`config.mk`:
```
export PLATFORM = sky130hd
export DESIGN_NAME = ccd_clock_channel_divider
export DESIGN_NICKNAME = d
export VERILOG_FILES = /design/src/shared/ccd_pkg.sv /design/src/verilog/ccd_prediv.sv /design/src/verilog/ccd_chan_div.sv /design/src/verilog/ccd_clock_channel_divider.sv
export SDC_FILE = /design/constraint.sdc
export NUM_CORES = 1
export LEC_CHECK = 0
export BUFFER_PORTS_ARGS = -buffer_cell sky130_fd_sc_hd__buf_2
export CAP_MARGIN = 15
export CORE_AREA = 2 2 171 173
export CTS_BUF_LIST = sky130_fd_sc_hd__clkbuf_8
export DETAILED_ROUTE_END_ITERATION = 10
export DIE_AREA = 0 0 173 175
export GPL_ROUTABILITY_DRIVEN = 0
export PLACE_DENSITY = 0.44
export SYNTH_ARGS = -nofsm -noshare
export SYNTH_HDL_FRONTEND = slang
export SYNTH_SLANG_ARGS = --single-unit
```
`constraint.sdc`:
```
create_clock -name core_clk -period 5.9 [get_ports core_clk]
set_input_delay 0.885 -clock core_clk [delete_from_list [all_inputs] [get_ports core_clk]]
set_output_delay 0.885 -clock core_clk [all_outputs]
set_load 0.05 [all_outputs]
```
`src/shared/ccd_pkg.sv`:
```
package ccd_pkg;
    // timing
    localparam int CLK_PERIOD_NS = 5;
    localparam int SYNC_HOLD_NS = 20;
    localparam int SYNC_HOLD_CYC = (SYNC_HOLD_NS + CLK_PERIOD_NS - 1) / CLK_PERIOD_NS;
    localparam logic [3:0] SYNC_HOLD_LOAD = 4'(SYNC_HOLD_CYC - 1);

    // register indices; the byte address is four times the index
    localparam logic [9:0] IDX_CH0_CYC = 10'h190;
    localparam logic [9:0] IDX_CH0_BYP = 10'h191;
    localparam logic [9:0] IDX_CH0_CTL = 10'h192;
    localparam logic [9:0] IDX_CH1_CYC = 10'h196;
    localparam logic [9:0] IDX_CH1_BYP = 10'h197;
    localparam logic [9:0] IDX_CH1_CTL = 10'h198;
    localparam logic [9:0] IDX_PREDIV = 10'h1e0;
    localparam logic [9:0] IDX_SRC_SEL = 10'h1e1;
    localparam logic [9:0] IDX_SYNC_CTL = 10'h1f0;
    localparam logic [9:0] IDX_STATUS = 10'h1f1;

    // field positions
    localparam int LOW_LSB = 4;
    localparam int HIGH_LSB = 0;
    localparam int BYPASS_BIT = 7;
    localparam int START_HIGH_BIT = 4;
    localparam int PHASE_LSB = 0;
    localparam int DIRECT_BIT = 1;
    localparam int DUTY_FIX_DIS_BIT = 0;
    localparam int SYNC_REQ_BIT = 0;

    // writable bits and reset values
    localparam logic [7:0] BYP_MASK = 8'h9f;
    localparam logic [7:0] CTL_MASK = 8'h03;
    localparam logic [7:0] PREDIV_MASK = 8'h07;
    localparam logic [7:0] SRC_MASK = 8'h03;
    localparam logic [7:0] CYC_RST = 8'h00;
    localparam logic [7:0] BYP_RST = 8'h00;
    localparam logic [7:0] CTL_RST = 8'h00;
    localparam logic [7:0] PREDIV_RST = 8'h02;
    localparam logic [7:0] SRC_RST = 8'h00;

    // source select codes
    localparam logic [1:0] SRC_EXT_PD = 2'h0;
    localparam logic [1:0] SRC_EXT_NOPD = 2'h1;
    localparam logic [1:0] SRC_VCO_PD = 2'h2;

    typedef enum {SY_HOLD, SY_RUN} ccd_sync_e;

    // a sampled clock level with its edge pulses
    typedef struct packed {
        logic lvl;
        logic rise;
        logic fall;
    } ccd_edge_s;

    typedef struct packed {
        logic [3:0] low_w;
        logic [3:0] high_w;
        logic bypass;
        logic start_high;
        logic [3:0] phase_off;
        logic dcc_en;
        logic direct;
    } ccd_chan_cfg_s;

    function automatic logic [5:0] ccd_ratio(input ccd_chan_cfg_s c);
        return {2'h0, c.high_w} + {2'h0, c.low_w} + 6'h02;
    endfunction : ccd_ratio

    function automatic logic [5:0] ccd_delay(input ccd_chan_cfg_s c);
        return c.start_high ? {2'h0, c.phase_off} + {2'h0, c.low_w} + 6'h01
                            : {2'h0, c.phase_off};
    endfunction : ccd_delay

    function automatic logic [2:0] ccd_prediv_ratio(input logic [2:0] sel);
        if (sel < 3'h2) begin
            return 3'h2;
        end
        if (sel > 3'h6) begin
            return 3'h6;
        end
        return sel;
    endfunction : ccd_prediv_ratio
endpackage : ccd_pkg

```
`src/verilog/ccd_prediv.sv`:
```
module ccd_prediv (
    // clock and reset
    input wire logic core_clk,
    input wire logic rst_n,
    // selected source and settings
    input wire ccd_pkg::ccd_edge_s src_edge,
    input wire logic [2:0] ratio_sel,
    input wire logic sync_hold,
    // divided stream and delay-matched undivided stream
    output ccd_pkg::ccd_edge_s div_edge,
    output ccd_pkg::ccd_edge_s raw_edge
);
    logic [2:0] ratio;
    logic [2:0] cnt_q;
    logic [2:0] cnt_d;
    logic lvl_d;

    assign ratio = ccd_pkg::ccd_prediv_ratio(ratio_sel); // [RULE4]
    assign cnt_d = (cnt_q == ratio - 3'h1) ? 3'h0 : cnt_q + 3'h1;
    // high for the lower half, so odd ratios run short of 50%
    assign lvl_d = cnt_d < {1'b0, ratio[2:1]}; // [RULE13]

    always_ff @(posedge core_clk or negedge rst_n) begin
        if (!rst_n) begin
            cnt_q <= 3'h0;
        end else if (sync_hold) begin
            cnt_q <= ratio - 3'h1;
        end else if (src_edge.rise) begin
            cnt_q <= cnt_d;
        end
    end

    always_ff @(posedge core_clk or negedge rst_n) begin
        if (!rst_n) begin
            div_edge <= '0;
        end else if (sync_hold) begin
            div_edge <= '0;
        end else if (src_edge.rise) begin
            div_edge <= {lvl_d, lvl_d & ~div_edge.lvl, ~lvl_d & div_edge.lvl};
        end else begin
            div_edge <= {div_edge.lvl, 2'h0};
        end
    end

    always_ff @(posedge core_clk or negedge rst_n) begin
        if (!rst_n) begin
            raw_edge <= '0;
        end else begin
            raw_edge <= src_edge;
        end
    end
endmodule : ccd_prediv

```
`src/verilog/ccd_chan_div.sv`:
```
module ccd_chan_div (
    // clock and reset
    input wire logic core_clk,
    input wire logic rst_n,
    // divider input and aligned undivided source
    input wire ccd_pkg::ccd_edge_s div_in,
    input wire ccd_pkg::ccd_edge_s src_in,
    input wire logic stretch_en,
    // settings, stable outside sync
    input wire ccd_pkg::ccd_chan_cfg_s cfg,
    input wire logic sync_hold,
    // divided output
    output logic div_q
);
    logic [5:0] ratio;
    logic [5:0] high_cnt;
    logic [5:0] cnt_q;
    logic [5:0] cnt_d;
    logic [5:0] dly_q;
    logic pend_q;
    logic stretch_q;

    assign ratio = ccd_pkg::ccd_ratio(cfg); // [RULE8] [RULE5]
    assign high_cnt = cfg.dcc_en ? {1'b0, ratio[5:1]} : {2'h0, cfg.high_w} + 6'h01; // [RULE11]
    assign cnt_d = (cnt_q == ratio - 6'h01) ? 6'h00 : cnt_q + 6'h01;

    // bypass keeps the counter parked; restart is clean on the next sync
    always_ff @(posedge core_clk or negedge rst_n) begin
        if (!rst_n) begin
            cnt_q <= 6'h00;
            dly_q <= 6'h00;
        end else if (sync_hold || cfg.bypass) begin // [RULE6] [RULE23]
            cnt_q <= ratio - 6'h01;
            dly_q <= ccd_pkg::ccd_delay(cfg); // [RULE18] [RULE21]
        end else if (div_in.rise) begin // [RULE9]
            if (dly_q != 6'h00) begin
                dly_q <= dly_q - 6'h01; // [RULE17]
            end else begin
                cnt_q <= cnt_d;
            end
        end
    end

    // bypassed, odd prediv with correction: hold high to the next source fall
    always_ff @(posedge core_clk or negedge rst_n) begin
        if (!rst_n) begin
            stretch_q <= 1'b0;
        end else if (sync_hold || !cfg.bypass) begin
            stretch_q <= 1'b0;
        end else if (div_in.fall && stretch_en) begin // [RULE14]
            stretch_q <= 1'b1;
        end else if (src_in.fall) begin
            stretch_q <= 1'b0;
        end
    end

    always_ff @(posedge core_clk or negedge rst_n) begin
        if (!rst_n) begin
            div_q <= 1'b0;
            pend_q <= 1'b0;
        end else if (sync_hold) begin // [RULE19]
            div_q <= 1'b0;
            pend_q <= 1'b0;
        end else if (cfg.bypass) begin // [RULE15] [RULE13]
            div_q <= div_in.lvl | ((stretch_q | (div_in.fall & stretch_en)) & ~src_in.fall);
            pend_q <= 1'b0;
        end else if (div_in.rise && dly_q == 6'h00) begin
            if (cnt_d == 6'h00) begin
                div_q <= 1'b1;
            end else if (cnt_d == high_cnt) begin
                if (cfg.dcc_en && ratio[0]) begin // [RULE15]
                    pend_q <= 1'b1;
                end else begin
                    div_q <= 1'b0; // [RULE12]
                end
            end
        end else if (div_in.fall && pend_q) begin // [RULE11]
            div_q <= 1'b0;
            pend_q <= 1'b0;
        end
    end
endmodule : ccd_chan_div

```
`src/verilog/ccd_clock_channel_divider.sv`:
```
// Summary of operation
// RULE1: source code 00 takes the external clock, 10 the internal vco, both via prediv.
// RULE2: direct bit of each channel routes the prediv input straight to its pair.
// RULE3: with prediv in path, total division is prediv ratio times channel ratio.
// RULE4: prediv divides by 2, 3, 4, 5 or 6 from a three-bit field.
// RULE5: channel divides by 2 to 32, or by 1 when bypassed.
// RULE6: bypass passes input undivided and parks the channel counter.
// RULE7: cycle register holds low width in upper nibble, high width in lower, minus one.
// RULE8: output high for high width plus one, low for low width plus one cycles.
// RULE9: high and low periods count cycles of the divider's own input clock.
// RULE10: duty correction is on after reset, off per channel by duty_fix_disable.
// RULE11: correction gives 50% for even equal widths or odd with low one longer.
// RULE12: uncorrected duty is high width plus one over the full ratio.
// RULE13: bypassed, uncorrected, prediv 3 gives 33.3%, prediv 5 gives 40%.
// RULE14: bypassed and corrected, odd prediv stretches high to the next source fall.
// RULE15: no prediv: bypass keeps source duty; odd corrected adds source high time.
// RULE16: direct route carries the source's own duty, 50% from the vco.
// RULE17: phase offset delays the first rising edge by whole input cycles.
// RULE18: delay comes from offset field and start_high_bit, which adds low width.
// RULE19: offsets apply only at sync; software issues a sync after changing them.
// RULE20: start_high_bit is bit 4, phase_offset_field bits 3 to 0 of bypass register.
// RULE21: delay is phi when phi is at most 15, else phi minus 16 plus low plus one.
// RULE22: software never writes source code 11; vco always needs the prediv.
// RULE23: ratio, bypass and correction changes take effect cleanly at the next sync.
module ccd_clock_channel_divider (
    // clock and reset
    input wire logic core_clk,
    input wire logic rst_n,
    // apb slave
    input wire logic psel,
    input wire logic penable,
    input wire logic pwrite,
    input wire logic [11:0] paddr,
    input wire logic [31:0] pwdata,
    input wire logic [3:0] pstrb,
    output logic [31:0] prdata,
    output logic pready,
    output logic pslverr,
    // clock sources, sampled levels
    input wire logic ext_clk_in,
    input wire logic vco_clk_in,
    // output pairs
    output logic first_pair_out_a,
    output logic first_pair_out_b,
    output logic second_pair_out_a,
    output logic second_pair_out_b
);
    logic [1:0][7:0] cyc_q;
    logic [1:0][7:0] byp_q;
    logic [1:0][7:0] ctl_q;
    logic [7:0] prediv_q;
    logic [7:0] src_q;
    logic [7:0] status;
    logic [7:0] rd_mux;
    logic [9:0] idx;
    logic hit;
    logic access;
    logic wr_en;
    logic sync_req;
    logic [31:0] prdata_q;

    ccd_pkg::ccd_sync_e state_q;
    logic [3:0] hold_cnt_q;
    logic sync_hold;

    ccd_pkg::ccd_chan_cfg_s [1:0] cur_cfg;
    ccd_pkg::ccd_chan_cfg_s [1:0] act_cfg_q;
    logic [1:0] act_src_q;
    logic [2:0] act_pd_q;
    logic [2:0] act_pd_ratio;
    logic pd_used;

    logic sel_lvl;
    logic sel_prev_q;
    ccd_pkg::ccd_edge_s src_edge;
    ccd_pkg::ccd_edge_s pd_div;
    ccd_pkg::ccd_edge_s pd_raw;
    ccd_pkg::ccd_edge_s ch_in;
    logic [1:0] stretch_en;
    logic [1:0] chan_out;
    logic [1:0] out_q;

    function automatic ccd_pkg::ccd_chan_cfg_s mk_cfg(input logic [7:0] cyc,
                                                      input logic [7:0] byp,
                                                      input logic [7:0] ctl);
        ccd_pkg::ccd_chan_cfg_s c;
        c.low_w = cyc[ccd_pkg::LOW_LSB +: 4]; // [RULE7]
        c.high_w = cyc[ccd_pkg::HIGH_LSB +: 4];
        c.bypass = byp[ccd_pkg::BYPASS_BIT];
        c.start_high = byp[ccd_pkg::START_HIGH_BIT]; // [RULE20]
        c.phase_off = byp[ccd_pkg::PHASE_LSB +: 4];
        c.dcc_en = !ctl[ccd_pkg::DUTY_FIX_DIS_BIT]; // [RULE10]
        c.direct = ctl[ccd_pkg::DIRECT_BIT];
        return c;
    endfunction : mk_cfg

    // apb decode; registers are word aligned, data in the low byte
    assign idx = paddr[11:2];
    assign access = psel && penable;
    assign pready = 1'b1;
    assign pslverr = access && !hit;
    assign wr_en = access && pwrite && hit && pstrb[0];
    assign sync_req = wr_en && idx == ccd_pkg::IDX_SYNC_CTL && pwdata[ccd_pkg::SYNC_REQ_BIT];
    assign prdata = prdata_q;
    assign status = {4'h0, pd_used, out_q[1], out_q[0], sync_hold};

    always_comb begin
        hit = paddr[1:0] == 2'h0;
        rd_mux = 8'h00;
        case (idx)
            ccd_pkg::IDX_CH0_CYC: rd_mux = cyc_q[0];
            ccd_pkg::IDX_CH0_BYP: rd_mux = byp_q[0];
            ccd_pkg::IDX_CH0_CTL: rd_mux = ctl_q[0];
            ccd_pkg::IDX_CH1_CYC: rd_mux = cyc_q[1];
            ccd_pkg::IDX_CH1_BYP: rd_mux = byp_q[1];
            ccd_pkg::IDX_CH1_CTL: rd_mux = ctl_q[1];
            ccd_pkg::IDX_PREDIV: rd_mux = prediv_q;
            ccd_pkg::IDX_SRC_SEL: rd_mux = src_q;
            ccd_pkg::IDX_SYNC_CTL: rd_mux = 8'h00;
            ccd_pkg::IDX_STATUS: rd_mux = status;
            default: hit = 1'b0;
        endcase
    end

    // read data captured in the setup cycle
    always_ff @(posedge core_clk or negedge rst_n) begin
        if (!rst_n) begin
            prdata_q <= 32'h0000_0000;
        end else if (psel && !penable) begin
            prdata_q <= {24'h00_0000, rd_mux};
        end
    end

    always_ff @(posedge core_clk or negedge rst_n) begin
        if (!rst_n) begin
            cyc_q <= {2{ccd_pkg::CYC_RST}};
            byp_q <= {2{ccd_pkg::BYP_RST}};
            ctl_q <= {2{ccd_pkg::CTL_RST}};
            prediv_q <= ccd_pkg::PREDIV_RST;
            src_q <= ccd_pkg::SRC_RST;
        end else if (wr_en) begin
            case (idx)
                ccd_pkg::IDX_CH0_CYC: cyc_q[0] <= pwdata[7:0];
                ccd_pkg::IDX_CH0_BYP: byp_q[0] <= pwdata[7:0] & ccd_pkg::BYP_MASK;
                ccd_pkg::IDX_CH0_CTL: ctl_q[0] <= pwdata[7:0] & ccd_pkg::CTL_MASK;
                ccd_pkg::IDX_CH1_CYC: cyc_q[1] <= pwdata[7:0];
                ccd_pkg::IDX_CH1_BYP: byp_q[1] <= pwdata[7:0] & ccd_pkg::BYP_MASK;
                ccd_pkg::IDX_CH1_CTL: ctl_q[1] <= pwdata[7:0] & ccd_pkg::CTL_MASK;
                ccd_pkg::IDX_PREDIV: prediv_q <= pwdata[7:0] & ccd_pkg::PREDIV_MASK;
                ccd_pkg::IDX_SRC_SEL: src_q <= pwdata[7:0] & ccd_pkg::SRC_MASK;
                default: ;
            endcase
        end
    end

    // sync: hold channel divider outputs low (direct routes still toggle), reload settings, then release
    assign sync_hold = state_q == ccd_pkg::SY_HOLD;

    always_ff @(posedge core_clk or negedge rst_n) begin
        if (!rst_n) begin
            state_q <= ccd_pkg::SY_HOLD;
            hold_cnt_q <= ccd_pkg::SYNC_HOLD_LOAD;
        end else begin
            case (state_q)
                ccd_pkg::SY_HOLD: begin
                    if (hold_cnt_q == 4'h0) begin
                        state_q <= ccd_pkg::SY_RUN;
                    end else begin
                        hold_cnt_q <= hold_cnt_q - 4'h1;
                    end
                end
                ccd_pkg::SY_RUN: begin
                    if (sync_req) begin // [RULE19]
                        state_q <= ccd_pkg::SY_HOLD;
                        hold_cnt_q <= ccd_pkg::SYNC_HOLD_LOAD;
                    end
                end
                default: state_q <= ccd_pkg::SY_HOLD;
            endcase
        end
    end

    assign cur_cfg[0] = mk_cfg(cyc_q[0], byp_q[0], ctl_q[0]);
    assign cur_cfg[1] = mk_cfg(cyc_q[1], byp_q[1], ctl_q[1]);

    // working settings change only while held in sync
    always_ff @(posedge core_clk or negedge rst_n) begin
        if (!rst_n) begin
            act_cfg_q <= '0;
            act_src_q <= ccd_pkg::SRC_RST[1:0];
            act_pd_q <= ccd_pkg::PREDIV_RST[2:0];
        end else if (sync_hold) begin // [RULE23] [RULE19]
            act_cfg_q <= cur_cfg;
            act_src_q <= src_q[1:0];
            act_pd_q <= prediv_q[2:0];
        end
    end

    // source selection and edge extraction
    assign sel_lvl = (act_src_q == ccd_pkg::SRC_VCO_PD) ? vco_clk_in : ext_clk_in; // [RULE1]
    assign src_edge = {sel_lvl, sel_lvl & ~sel_prev_q, ~sel_lvl & sel_prev_q};
    // code 11 is never written; it behaves as 00
    assign pd_used = act_src_q != ccd_pkg::SRC_EXT_NOPD; // [RULE22]
    assign act_pd_ratio = ccd_pkg::ccd_prediv_ratio(act_pd_q);
    assign ch_in = pd_used ? pd_div : pd_raw; // [RULE3]

    always_ff @(posedge core_clk or negedge rst_n) begin
        if (!rst_n) begin
            sel_prev_q <= 1'b0;
        end else begin
            sel_prev_q <= sel_lvl;
        end
    end

    ccd_prediv u_prediv (
        .core_clk(core_clk),
        .rst_n(rst_n),
        .src_edge(src_edge),
        .ratio_sel(act_pd_q),
        .sync_hold(sync_hold),
        .div_edge(pd_div),
        .raw_edge(pd_raw)
    );

    for (genvar i = 0; i < 2; i++) begin : g_chan
        assign stretch_en[i] = act_cfg_q[i].dcc_en && pd_used && act_pd_ratio[0]; // [RULE14]

        ccd_chan_div u_chan (
            .core_clk(core_clk),
            .rst_n(rst_n),
            .div_in(ch_in),
            .src_in(pd_raw),
            .stretch_en(stretch_en[i]),
            .cfg(act_cfg_q[i]),
            .sync_hold(sync_hold),
            .div_q(chan_out[i])
        );

        always_ff @(posedge core_clk or negedge rst_n) begin
            if (!rst_n) begin
                out_q[i] <= 1'b0;
            end else begin
                out_q[i] <= act_cfg_q[i].direct ? pd_raw.lvl : chan_out[i]; // [RULE2] [RULE16]
            end
        end
    end

    assign first_pair_out_a = out_q[0];
    assign first_pair_out_b = out_q[0];
    assign second_pair_out_a = out_q[1];
    assign second_pair_out_b = out_q[1];

    // checking helpers: input rises counted from each divided rise, source for prediv and divider input for channel 0
    logic [2:0] pd_span_q;
    logic pd_ok_q;
    logic [5:0] c0_span_q;
    logic c0_ok_q;
    logic c0_prev_q;
    logic c0_rise;
    logic c0_fall;

    assign c0_rise = chan_out[0] && !c0_prev_q;
    assign c0_fall = !chan_out[0] && c0_prev_q;

    always_ff @(posedge core_clk or negedge rst_n) begin
        if (!rst_n) begin
            pd_span_q <= 3'h0;
            pd_ok_q <= 1'b0;
        end else if (sync_hold) begin
            pd_span_q <= 3'h0;
            pd_ok_q <= 1'b0;
        end else if (pd_div.rise) begin
            pd_span_q <= 3'h0;
            pd_ok_q <= 1'b1;
        end else if (pd_raw.rise) begin
            pd_span_q <= pd_span_q + 3'h1;
        end
    end

    always_ff @(posedge core_clk or negedge rst_n) begin
        if (!rst_n) begin
            c0_span_q <= 6'h00;
            c0_ok_q <= 1'b0;
            c0_prev_q <= 1'b0;
        end else begin
            c0_prev_q <= chan_out[0];
            if (sync_hold) begin
                c0_span_q <= 6'h00;
                c0_ok_q <= 1'b0;
            end else if (c0_rise) begin
                c0_span_q <= {5'h00, ch_in.rise};
                c0_ok_q <= 1'b1;
            end else if (ch_in.rise) begin
                c0_span_q <= c0_span_q + 6'h01;
            end
        end
    end
endmodule : ccd_clock_channel_divider

```
==> run_results.csv <==
group,metric,value,unit
setup_path,slowest_stage,"dfrtp_1",
clock_tree,cts_root_buf,"clkbuf_8",
drt,drt-pass1-iter-count,4,
cells_and_area,final-seq-area,3209,sq um
global_routing,grt_pass1_wl,34920,um
timing,setup_viol_count_final,0,
timing,tns,0,ns
synthesis,synth_ff_type,"dfrtp_1",
setup_path,max_stage_delay,0.45,ns
global_routing,groute.usage.overall,14.51,%
cells_and_area,fin_util,32.74,%
drt,remaining_drc_errors,0,
timing,fmax,238.5,MHz
drt,ant_nets,0,
cells_and_area,area_delta_synth_final,10.60,%
place,dp_cells,1248,
clock_tree,cts_buffers,17,
setup_path,r2r_setup_slack,1.71,ns
cells_and_area,drive_gt1_share,19.08,%
cells_and_area,multi_input_area,4843,sq um
place,portBuffers,40,
timing,worst_pin_slew,1.022,ns
synthesis,synth_seq_cells,128,
synthesis,netlist_area,8406,sq um
setup_path,end_kind,"flop",
timing,slew_viol_final,0,
die,coreArea,28390,sq um
timing,period_minus_slack,4.193,ns
die,initial_core_util,29.61,%
die,die_y,175,um
cells_and_area,antenna_cells,0,
setup_path,arrival,4.57,ns
timing,hold_viol_final,0,
worst_hold_path,hold_class,"input port to asynchronous set/reset pin",
timing,fin_skew,0.02079,ns
die,die_area,30280,sq um
synthesis,synth_top_cell_by_area,"dfrtp_1",
clock_tree,clock_sinks,128,
drt,wire_per_inst,16.48,um
setup_path,crit_type,"flop to flop",
die,die-width,173,um
synthesis,synthTopCellsByCount,"124 x dfrtp_1, 73 x mux2_2, 56 x nand2_1, 56 x nor2_1, 44 x a21oi_1",
timing,hold_ws,0.4668,ns
timing,slew-limit-headroom,30.91,%
cells_and_area,final_area,9296,sq um
die,pin_count,93,
run_status,outcome,"finished, final reports clean",
synthesis,synth_mux_area_share,12.16,%
global_routing,grt_max_degree,94,
clock_tree,cts_setup_buffers,0,
global_routing,grt-ovfl-total,0,
die,row_count,62,
clock_tree,cts_resized,0,
power_and_ir_drop,power.density,239.2,nW/um^2
synthesis,syn_area_per_cell,9.843,sq um
synthesis,ys_seq_area_share,38.17,%
drt,viasPerCell,4.891,
clock_tree,clk_latency,0.45,ns
synthesis,synth_top_family_by_area,"simple AND/OR/NAND/NOR gates",
place,hpwl,15960,um
clock_tree,htree_num_levels,4,
synthesis,synth-compound-area-share,14.25,%
clock_tree,tritoncts,"built",
synthesis,synthTopCellsByArea,"dfrtp_1 37%, mux2_2 9.8%, ha_1 5.4%, xnor2_1 4.5%, a21oi_1 2.6%",
power_and_ir_drop,leakage,4.282,nW
setup_path,startpoint_type,"flop",
clock_tree,clkTransAtPathRegs,0.10,ns
synthesis,synth-edff-count,0,
setup_path,worstPathRequired,6.28,ns
run,cap_violations,0,
setup_path,crit_chain,"ha_1, inv_1, fa_1, xor2_1, inv_1, ha_1, nor2b_1, or3_1, a211oi_2, a211oi_4, xnor2_2, nand3_1, a22o_1, nor4_2, a41o_1",
timing,finalCritPeriodShare,71.06,%
cells_and_area,layout.nets,978,
synthesis,synthCells,854,
drt,routed-via-count,6260,
synthesis,synth.most_common_cell,"dfrtp_1",
synthesis,synth_top_area_share,36.92,%
synthesis,synthAdderAreaFrac,6.311,%
global_routing,grt_pass1_vias,6258,
timing,rsz0062_at_grt,"no",
synthesis,synth_simple_gate_area_share,16.78,%
synthesis,synthXorXnorAreaFrac,7.011,%
setup_path,path_max_fanout,8,
synthesis,yosysUniqueCellTypes,82,
place,placed_cell_area,8882,sq um
global_routing,antenna_found_initial,0,
drt,wirelength,21090,um
clock_tree,cts_buffer_depth,2,
cells_and_area,finalNonFillerCells,1280,
cells_and_area,n_fill_cell,3011,
drt,drt_iter0_drc,312,
power_and_ir_drop,vdd_ir_drop_max,0.1460,mV
synthesis,synth_warnings,0,
clock_tree,ctsHoldBuffers,0,
synthesis,async_reset_ff_share,100.0,%
[metal layers]
| layer | vias to the layer above | track usage [%] | routed length, um |
|---|---|---|---|
| met3 | 19 | 2.306 | 562 |
| met5 | - | 0 | 0 |
| met4 | 0 | 3.531 | 199 |
| met2 | 109 | 23.55 | 9710 |
| met1 | 3027 | 20.23 | 10620 |
| li1 | 3105 | - | - |
[kinds of logic (layout without fill, tap and decap cells)]
kind of cell,after synthesis,after routing
simple gates,259,259
mux,93,93
compound gates,179,179
flops,128,128
fa+ha+maj,40,40
xor+xnor,64,64
other cells,2,25
buf+inv,89,108
[path summary, 6_finish.rpt]
kind | from | end | cells after the start
setup / recovery | act_cfg_q[8] | g_chan[0].u_chan.pend_q | 15
hold / removal | rst_n | hold_cnt_q[2] | 1
setup reg to reg | act_cfg_q[8] | g_chan[0].u_chan.pend_q | 15
hold reg to reg | act_cfg_q[16] | second_pair_out_a | 1
max in group asynchronous | rst_n | u_prediv.raw_edge[1] | 2
min in group core_clk | act_cfg_q[16] | second_pair_out_a | 1
[sequential cells by signal, summed over array words and instances (netlist names), 4 cells and up]
register and cells:
act_cfg_q 32, cur_cfg 16, byp_q 12, g_chan.u_chan.cnt_q 12
g_chan.u_chan.dly_q 12, prdata 8, ctl_q 4, hold_cnt_q 4
[cell usage in the layout, fill, tap and decap left out, drive strengths merged, types with 5 or more instances in the layout]
cell type and count:
a211oi 11, a21o 5, a21oi 44, a221oi 8
a22oi 10, a31oi 8, and2 8, and3 11
buf 42, clkbuf 18, conb 25, dfrtp 124
ha 36, inv 42, mux2 73, mux2i 20
nand2 58, nand2b 11, nand3 32, nand4 6
nor2 57, nor2b 17, nor3 21, nor3b 5
nor4 5, nor4b 5, o211ai 8, o21ai 43
or3 8, xnor2 44, xor2 19
[report_power, final]
group	leakage, nW	internal (W)	switching [W]	total (W)
clock network	0.208	0.000401	0.000404	0.000805
logic	2.34	0.000161	0.000286	0.000447
registers	1.74	0.000913	0.0000583	0.000972
[area by class of cell]
type | count | area share [%]
Tap cell | 384 | 5.168
Inverter | 34 | 1.373
Clock buffer | 18 | 2.665
Sequential cell | 128 | 34.52
Multi-Input combinational cell | 660 | 52.10
Clock inverter | 14 | 1.790
Timing Repair Buffer | 42 | 2.382
[worst max-delay path, delay by kind of cell, from the launching register on]
| kind | cells | cell delay [ns] |
|---|---|---|
| buffers and inverters | 2 | 0.20 |
| xor gates and xnor gates | 2 | 0.70 |
| AOI/OAI and AO/OA | 4 | 0.84 |
| and+or+nand+nor | 4 | 0.90 |
| adders and majority gates | 3 | 1.01 |
| DFF | 1 | 0.45 |
[stage by stage]
step | setup slack, ns | power [W]
2_1_floorplan | 2.257 | 0.001328
3_3_place_gp | 1.727 | 0.001440
3_5_place_dp | 1.726 | 0.001436
4_1_cts | 1.688 | 0.002253
5_1_grt | 1.276 | 0.002355
6_report | 1.707 | 0.002224
(Power assumes the default switching activity.)
